### src/txc_consts.svh
// offsets, field positions and reset values of the per-port transmit control registers
`ifndef TXC_CONSTS_SVH
`define TXC_CONSTS_SVH
`define TXC_ADDR_W        12
`define TXC_PORT_STRIDE   12'h200
`define TXC_NUM_PORTS     4
`define TXC_OFF_CTRL4     9'h186
`define TXC_OFF_FIFO      9'h187
`define TXC_OFF_IBO       9'h188
`define TXC_OFF_MONSEL    9'h189
`define TXC_OFF_EXP       9'h18A
`define TXC_OFF_BERTSUP   9'h18B
`define TXC_OFF_HDLCSUP   9'h18D
`define TXC_OFF_SYNC      9'h18E
`define TXC_OFF_CHSEL1    9'h1DC
`define TXC_OFF_CHSEL2    9'h1DD
`define TXC_OFF_CHSEL3    9'h1DE
`define TXC_OFF_CHSEL4    9'h1DF
`define TXC_RST           8'h00
`define TXC_MASK_FIFO     8'h03
`define TXC_MASK_IBO      8'h18
`define TXC_MASK_MONSEL   8'h1F
`define TXC_MASK_EXP      8'hC7
`define TXC_MASK_SYNC     8'h0F
`define TXC_MASK_ALL      8'hFF
`define TXC_INV_NONE      2'h0
`define TXC_INV_FRAMING   2'h1
`define TXC_INV_SIGNALING 2'h2
`define TXC_INV_PAYLOAD   2'h3
`define TXC_MW_ULAW       8'h1E
`define TXC_MW_ALAW       8'h34
`endif

### src/txc_pkg.sv
// types for the per-port transmit control registers
package txc_pkg;
    typedef enum logic [3:0] {
        TXC_LOOP_5   = 4'h1,
        TXC_LOOP_6_3 = 4'h2,
        TXC_LOOP_7   = 4'h4,
        TXC_LOOP_16  = 4'h8
    } txc_loop_len_t;

    typedef struct packed {
        logic                milliwatt_law_select;
        logic [7:0]          milliwatt_code;
        logic [1:0]          tx_inversion_select;
        logic                inv_framing;
        logic                inv_signaling;
        logic                inv_payload;
        logic                jammed_bit_suppress_enable;
        logic                remote_alarm_mode;
        logic                remote_alarm_ci;
        logic                ais_pattern_mode;
        logic                ais_ci;
        txc_loop_len_t       loop_code_length;
        logic [5:0]          fifo_low_watermark_bytes;
        logic                interleave_enable;
        logic                interleave_channel;
        logic                interleave_frame;
        logic [4:0]          monitor_channel_select;
        logic [5:0]          monitor_channel_number;
        logic                hdlc_wide_enable;
        logic                hdlc_wide_timeslots;
        logic                hdlc_wide_overhead;
        logic [31:0]         hdlc_channel_select_word;
        logic [7:0]          hdlc_bit_use;
        logic [4:0]          hdlc_sa_use;
        logic                bert_port_active;
        logic                bert_to_line;
        logic                bert_to_receive_serial_output;
        logic                bert_fbit_use;
        logic [7:0]          bert_bit_use;
        logic [3:0]          sync_control;
    } txc_cfg_t;
endpackage

### src/txc_regs.sv
// per-port transmit control register bank with decoded controls for four ports
//
// The implementer's own choice: the plain strobed port.
`timescale 1ns/1ps
`default_nettype none
`include "txc_consts.svh"

// Function
// - each register exists four times, port copy at base plus 200h times index
// - milliwatt law bit picks mu-law code at 0, A-law at 1
// - inversion field: none, framing, signaling or payload bits
// - jammed suppression forces bit 8 in enabled channels, bit 7 in signaling frames
// - remote alarm mode picks normal pattern at 0, RAI-CI at 1 in ESF
// - AIS mode sends unframed all ones at 0, AIS-CI at 1
// - loop code length field selects 5, 6/3, 7 or 16/8/4/2/1 bits
// - FIFO low watermark field selects 4, 16, 32 or 48 bytes
// - interleave select bit: channel interleave at 0, frame interleave at 1
// - interleaved backplane runs only while interleave enable is 1
// - monitor field code 0 picks channel 1, code 31 picks channel 32
// - HDLC-256 mode maps to timeslots at 0, FDL or Sa bits at 1
// - HDLC-256 controller active only while its enable bit is 1
// - BERT direction routes to transmit path at 0, receive serial output at 1
// - T1 BERT skips F-bit at 0, includes F-bit at 1
// - BERT port operates only while its port enable bit is 1
// - BERT suppress bit 7 is channel MSB, bit 0 LSB; set bit blocks use
// - any of 32 channel select bits enables HDLC clock in that channel
// - HDLC suppress bits exclude channel bits; low five also suppress Sa8..Sa4
module txc_regs #(
    parameter int NPORTS = `TXC_NUM_PORTS
) (
    // clock and reset
    input  wire logic                       core_clk,
    input  wire logic                       nrst,
    // register port
    input  wire logic [`TXC_ADDR_W-1:0]     reg_addr,
    input  wire logic [7:0]                 reg_wdata,
    input  wire logic                       reg_wr,
    input  wire logic                       reg_rd,
    output logic      [7:0]                 reg_rdata,
    // datapath status shown in the monitor register
    input  wire logic [NPORTS*8-1:0]        channel_monitor_data,
    // decoded controls, one struct per port
    output txc_pkg::txc_cfg_t [NPORTS-1:0]  cfg
);

    // register indices within one port
    localparam int NREG = 12;
    localparam int IX_CTRL4 = 0;
    localparam int IX_FIFO = 1;
    localparam int IX_IBO = 2;
    localparam int IX_MONSEL = 3;
    localparam int IX_EXP = 4;
    localparam int IX_BERTSUP = 5;
    localparam int IX_HDLCSUP = 6;
    localparam int IX_SYNC = 7;
    localparam int IX_CH1 = 8;

    // the monitor data register sits one above the BERT suppress offset,
    // read only; chosen offset in the unused gap of the port window
    localparam logic [8:0] OFF_MONDATA = 9'h18C;

    logic [7:0] regs_q [NPORTS][NREG];
    logic [7:0] reg_rdata_q;
    txc_pkg::txc_cfg_t [NPORTS-1:0] cfg_q;

    // port index and in-port offset; port n lives at base + 200h*n
    wire logic [2:0] port_idx = reg_addr[11:9];
    wire logic [8:0] port_off = reg_addr[8:0];
    wire logic       port_ok = (32'(port_idx) < NPORTS);

    // offset decode to register index, writable mask per register
    logic [3:0] hit_ix;
    logic       hit;
    logic [7:0] hit_mask;
    always_comb begin
        hit = 1'b1;
        hit_ix = 4'h0;
        hit_mask = `TXC_MASK_ALL;
        case (port_off)
            `TXC_OFF_CTRL4: hit_ix = 4'(IX_CTRL4);
            `TXC_OFF_FIFO: begin
                hit_ix = 4'(IX_FIFO);
                hit_mask = `TXC_MASK_FIFO;
            end
            `TXC_OFF_IBO: begin
                hit_ix = 4'(IX_IBO);
                hit_mask = `TXC_MASK_IBO;
            end
            `TXC_OFF_MONSEL: begin
                hit_ix = 4'(IX_MONSEL);
                hit_mask = `TXC_MASK_MONSEL;
            end
            `TXC_OFF_EXP: begin
                hit_ix = 4'(IX_EXP);
                hit_mask = `TXC_MASK_EXP;
            end
            `TXC_OFF_BERTSUP: hit_ix = 4'(IX_BERTSUP);
            `TXC_OFF_HDLCSUP: hit_ix = 4'(IX_HDLCSUP);
            `TXC_OFF_SYNC: begin
                hit_ix = 4'(IX_SYNC);
                hit_mask = `TXC_MASK_SYNC;
            end
            `TXC_OFF_CHSEL1: hit_ix = 4'(IX_CH1);
            `TXC_OFF_CHSEL2: hit_ix = 4'(IX_CH1 + 1);
            `TXC_OFF_CHSEL3: hit_ix = 4'(IX_CH1 + 2);
            `TXC_OFF_CHSEL4: hit_ix = 4'(IX_CH1 + 3);
            default: hit = 1'b0;
        endcase
    end

    wire logic do_wr = reg_wr && hit && port_ok;
    wire logic rd_mon = (port_off == OFF_MONDATA) && port_ok;

    // read data: unmapped offsets and unused ports answer zero
    wire logic [7:0] rd_reg = regs_q[port_idx[1:0]][hit_ix];
    wire logic [7:0] rd_mon_val = channel_monitor_data[port_idx[1:0]*8 +: 8];
    wire logic [7:0] rd_val = (hit && port_ok) ? rd_reg :
                              (rd_mon ? rd_mon_val : `TXC_RST);

    // register storage; writes land only on defined bit positions
    always_ff @(posedge core_clk or negedge nrst) begin
        if (!nrst) begin
            for (int p = 0; p < NPORTS; p++) begin
                for (int r = 0; r < NREG; r++) begin
                    regs_q[p][r] <= `TXC_RST;
                end
            end
        end else if (do_wr) begin
            regs_q[port_idx[1:0]][hit_ix] <= reg_wdata & hit_mask;
        end
    end

    // read data stands only in the cycle after the read strobe
    always_ff @(posedge core_clk or negedge nrst) begin
        if (!nrst) begin
            reg_rdata_q <= `TXC_RST;
        end else begin
            reg_rdata_q <= reg_rd ? rd_val : `TXC_RST;
        end
    end
    assign reg_rdata = reg_rdata_q;

    // decode each port's raw bits into datapath controls
    txc_pkg::txc_cfg_t [NPORTS-1:0] cfg_d;
    for (genvar p = 0; p < NPORTS; p++) begin : g_port
        wire logic [7:0] c4 = regs_q[p][IX_CTRL4];
        wire logic [7:0] ex = regs_q[p][IX_EXP];
        wire logic [7:0] ib = regs_q[p][IX_IBO];
        wire logic [7:0] hs = regs_q[p][IX_HDLCSUP];
        wire logic [1:0] inv = c4[6:5];
        wire logic [1:0] lc = c4[1:0];
        wire logic [1:0] wm = regs_q[p][IX_FIFO][1:0];
        txc_pkg::txc_loop_len_t llen;
        logic [5:0] wm_bytes;

        // loop code length and watermark tables
        always_comb begin
            case (lc)
                2'h0: llen = txc_pkg::TXC_LOOP_5;
                2'h1: llen = txc_pkg::TXC_LOOP_6_3;
                2'h2: llen = txc_pkg::TXC_LOOP_7;
                default: llen = txc_pkg::TXC_LOOP_16;
            endcase
            case (wm)
                2'h0: wm_bytes = 6'h04;
                2'h1: wm_bytes = 6'h10;
                2'h2: wm_bytes = 6'h20;
                default: wm_bytes = 6'h30;
            endcase
        end

        always_comb begin
            cfg_d[p] = '0;
            cfg_d[p].milliwatt_law_select = c4[7];
            // code byte inserted in milliwatt-enabled channels
            cfg_d[p].milliwatt_code = c4[7] ? `TXC_MW_ALAW : `TXC_MW_ULAW;
            cfg_d[p].tx_inversion_select = inv;
            cfg_d[p].inv_framing = (inv == `TXC_INV_FRAMING);
            cfg_d[p].inv_signaling = (inv == `TXC_INV_SIGNALING);
            cfg_d[p].inv_payload = (inv == `TXC_INV_PAYLOAD);
            // the framer applies it per channel enable and in signaling frames
            cfg_d[p].jammed_bit_suppress_enable = c4[4];
            cfg_d[p].remote_alarm_mode = c4[3];
            cfg_d[p].remote_alarm_ci = c4[3];
            cfg_d[p].ais_pattern_mode = c4[2];
            cfg_d[p].ais_ci = c4[2];
            cfg_d[p].loop_code_length = llen;
            cfg_d[p].fifo_low_watermark_bytes = wm_bytes;
            cfg_d[p].interleave_enable = ib[3];
            cfg_d[p].interleave_channel = ib[3] & ~ib[4];
            cfg_d[p].interleave_frame = ib[3] & ib[4];
            cfg_d[p].monitor_channel_select = regs_q[p][IX_MONSEL][4:0];
            // channel numbers are one-based
            cfg_d[p].monitor_channel_number =
                {1'b0, regs_q[p][IX_MONSEL][4:0]} + 6'h01;
            cfg_d[p].hdlc_wide_enable = ex[6];
            cfg_d[p].hdlc_wide_timeslots = ex[6] & ~ex[7];
            cfg_d[p].hdlc_wide_overhead = ex[6] & ex[7];
            // channel gating only matters while mapped to timeslots
            cfg_d[p].hdlc_channel_select_word = (ex[6] & ~ex[7]) ?
                {regs_q[p][IX_CH1+3], regs_q[p][IX_CH1+2],
                 regs_q[p][IX_CH1+1], regs_q[p][IX_CH1]} : 32'h0000_0000;
            cfg_d[p].hdlc_bit_use = ~hs;
            // bit 4 pairs with Sa4, bit 0 with Sa8; index k is Sa(k+4)
            cfg_d[p].hdlc_sa_use = {~hs[0], ~hs[1], ~hs[2], ~hs[3], ~hs[4]};
            cfg_d[p].bert_port_active = ex[0];
            cfg_d[p].bert_to_line = ex[0] & ~ex[2];
            cfg_d[p].bert_to_receive_serial_output = ex[0] & ex[2];
            cfg_d[p].bert_fbit_use = ex[0] & ex[1];
            cfg_d[p].bert_bit_use = ex[0] ? ~regs_q[p][IX_BERTSUP] : 8'h00;
            cfg_d[p].sync_control = regs_q[p][IX_SYNC][3:0];
        end
    end

    // controls leave through flip-flops, one cycle after a write
    always_ff @(posedge core_clk or negedge nrst) begin
        if (!nrst) begin
            cfg_q <= '0;
        end else begin
            cfg_q <= cfg_d;
        end
    end
    assign cfg = cfg_q;

endmodule
`default_nettype wire

### config.mk
export PLATFORM = sky130hd
export DESIGN_NAME = txc_regs
export DESIGN_NICKNAME = d
export VERILOG_FILES = /design/src/txc_pkg.sv /design/src/txc_regs.sv
export VERILOG_INCLUDE_DIRS = /design/src /design/src/src
export SDC_FILE = /design/constraint.sdc
export NUM_CORES = 1
export LEC_CHECK = 0
export BUFFER_PORTS_ARGS = -buffer_cell sky130_fd_sc_hd__buf_2
export CORE_AREA = 2 2 245 247
export DETAILED_ROUTE_END_ITERATION = 8
export DIE_AREA = 0 0 247 249
export PLACE_DENSITY_LB_ADDON = 0.1
export RECOVER_POWER = 50
export SYNTH_ARGS = -nofsm -noshare
export SYNTH_HDL_FRONTEND = slang
export SYNTH_SLANG_ARGS = --single-unit
### constraint.sdc
create_clock -name core_clk -period 2.35 [get_ports core_clk]
set_input_delay 0.1175 -clock core_clk [delete_from_list [all_inputs] [get_ports core_clk]]
set_output_delay 0.1175 -clock core_clk [all_outputs]
set_load 0.05 [all_outputs]
==> out/results.tsv <==
metric	value	unit
status	complete, but fails checks	
violations	capacitance limit, slew limit	
core	58700	um2
finalHoldViolCount	0	
synth_cell_types	54	
ios	492	
drive_above_1_share	34.1	%
ys_async_sr_fraction	100	%
ys_ff_latch	753	
ys.flop_type	dfrtp_1	
die_y	249	um
arrival	2.53	ns
fillCellCount	4779	
slew_violations	47	
cp_max_fo	3	
grt_pass1_wl	126000	um
die_w	247	um
synth_edf_count	0	
rsz0062_at_grt	false	
place.gp.congestion	0.873	
required	2.85	ns
power_density	763	nW/um2
vias	19100	
routed_wirelength	83900	um
final_antenna_net_count	0	
tns	0	ns
layout_commonest_cell	dfrtp_1	
synthTopCellsByArea	dfrtp_1 (65%), mux4_2 (8.0%), and2_1 (4.6%), mux2_2 (4.6%), nand2_1 (4.1%)	
wl_per_cell	23.5	um
synth_area_per_cell	13.0	um2
cts_root_buf	clkbuf_16	
worstSetupStartpointType	flip-flop	
dr.pass1.iters	7	
io_buffers	467	
peakVddDrop	569	uV
cts.reportedPaths.clkPinSlew	0.06	ns
yosysSeqAreaShare	64.6	%
first_global_vias	19400	
end_kind	flip-flop	
fmax	0.492	GHz
clock_sinks	753	
synth_top_area_share	64.6	%
initial_core_util	49.7	%
drtIter0Drc	1410	
final_cell_mix	dfrtp_1 (753), buf_2 (464), nand2_1 (322)	
die_area	61500	um2
max_cap_violations	1	
pre_cts_ws	0.0369	ns
synth_area_leader_cell	dfrtp_1	
synth-warning-count	0	
antenna_found_initial	9	
insertion_delay	0.63	ns
period_share	86.5	%
hpwl	61000	um
netlist_area	29200	um2
synthCells	2242	
cts_setup_buffers	0	
crit_type	flip-flop to flip-flop	
max_slew_margin	-31.4	%
drc_errors	0	
core.rowCount	89	
post-route-min-period	2.03	ns
cts_tree	built	
clockBufferDepth	3	
worst_pin_slew	1.97	ns
final_util	60.2	%
setup_violations	0	
overflow	0	
numCtsBuffers	77	
vias_per_cell	5.34	
grt_usage	27.8	%
setup_slack	0.317	ns
grt_max_degree	92	
syn2layout_area_growth	21.2	%
hp-class	input pin to flip-flop	
htree_levels	3	
p_leak	17.8	nW
final_nets	2801	
clock_skew	0.0280	ns
-- Yosys cell counts, types with 7 or more instances --
cell type and number:
a221oi_1 7, nand3_1 50, xnor2_1 9, buf_2 27
nor2_2 7, a21oi_1 18, nand2_1 322, nor2b_1 104
mux2_2 118, nor2_1 25, nand2b_1 7, mux4_2 104
inv_1 41, o21ai_0 166, dfrtp_1 753, buf_4 76
nor3_1 13, clkbuf_1 83, o21ai_1 26, and2_1 213
-- state kept, by name (all words and copies together), names as in the netlist --
signal and flops:
g_port.wm 8, g_port.c4 32, cfg 361, regs_q 212, g_port.ib 32, g_port.hs 32
g_port.ex 32, reg_rdata 8, cfg_d 36
-- critical path, cell delays in order (launching register included) --
cell	delay (ns)
dfrtp_1	0.40
mux4_2	0.57
mux2_2	0.31
o2111ai_2	0.18
o32ai_1	0.09
or3_1	0.35
-- through the flow --
| step | instances | hold WS (ns) | cell area, um2 | total power, mW |
|---|---|---|---|---|
| final | 3577 | 0.0358 | 35400 | 27.0 |
| after global routing | 3575 | 0.0495 | 35400 | 27.8 |
| after detailed placement | 3432 | 0.134 | 32700 | 14.5 |
| after floorplan | 2265 | -0.178 | 29300 | 13.9 |
| after global placement | 3432 | 0.125 | 32700 | 14.5 |
| after CTS | 3574 | 0.00327 | 35400 | 27.2 |
-- path summary, 6_finish.rpt --
kind,startpoint,end,slack [ns],depth (start not counted)
max,g_port[3].c4[2],reg_rdata[2],0.32,5
min,reg_wdata[5],g_port[0].c4[5],0.04,4
max reg2reg,g_port[3].c4[2],reg_rdata[2],0.32,5
min reg2reg,cfg_d[107],cfg[107],0.40,0
max in group asynchronous,nrst,cfg[149],0.40,4
min in group asynchronous,nrst,regs_q[211],0.60,2
-- layout make-up --
class / instances / area [um2] / share of cell area, %
Sequential cell: 753 / 18800 / 53.3
Clock buffer: 111 / 2290 / 6.48
Multi-Input combinational cell: 1281 / 9270 / 26.2
Tap cell: 773 / 967 / 2.74
Antenna cell: 3 / 7.51 / 0.0212
Timing Repair Buffer: 587 / 3450 / 9.75
Inverter: 41 / 154 / 0.435
Clock inverter: 28 / 382 / 1.08
-- repair_timing --
action,4_1_cts,5_1_grt
resized for setup,0,0
hold endpoints to repair,349,0
hold buffers,3,0
-- power by group --
group	total, mW	internal, mW	leakage (nW)	switching (mW)
logic	1.19	0.312	6.21	0.874
registers	13.0	13.0	10.3	0.0351
clock network	12.8	7.67	1.31	5.09
-- logic make-up (layout without fill, tap and decap cells) --
logic type	count (synthesis)	after routing	share of synthesized area, %
simple gates	775	775	13.6
mux	224	224	12.6
compound gates	240	240	4.50
xor+xnor	13	13	0.390
other cells	2	28	0.0257
fa+ha+maj	4	4	0.172
buf+inv	231	767	4.07
flops	753	753	64.6
-- routing by layer --
metal / global-route usage (%) / vias up / wire, um
li1: - / 8440 / -
met1: 41.3 / 9935 / 37500
met2: 42.8 / 605 / 39700
met3: 4.42 / 112 / 4900
met4: 7.54 / 8 / 1800
met5: 0 / - / 47
Note: power is estimated with default switching activity, not from simulation.
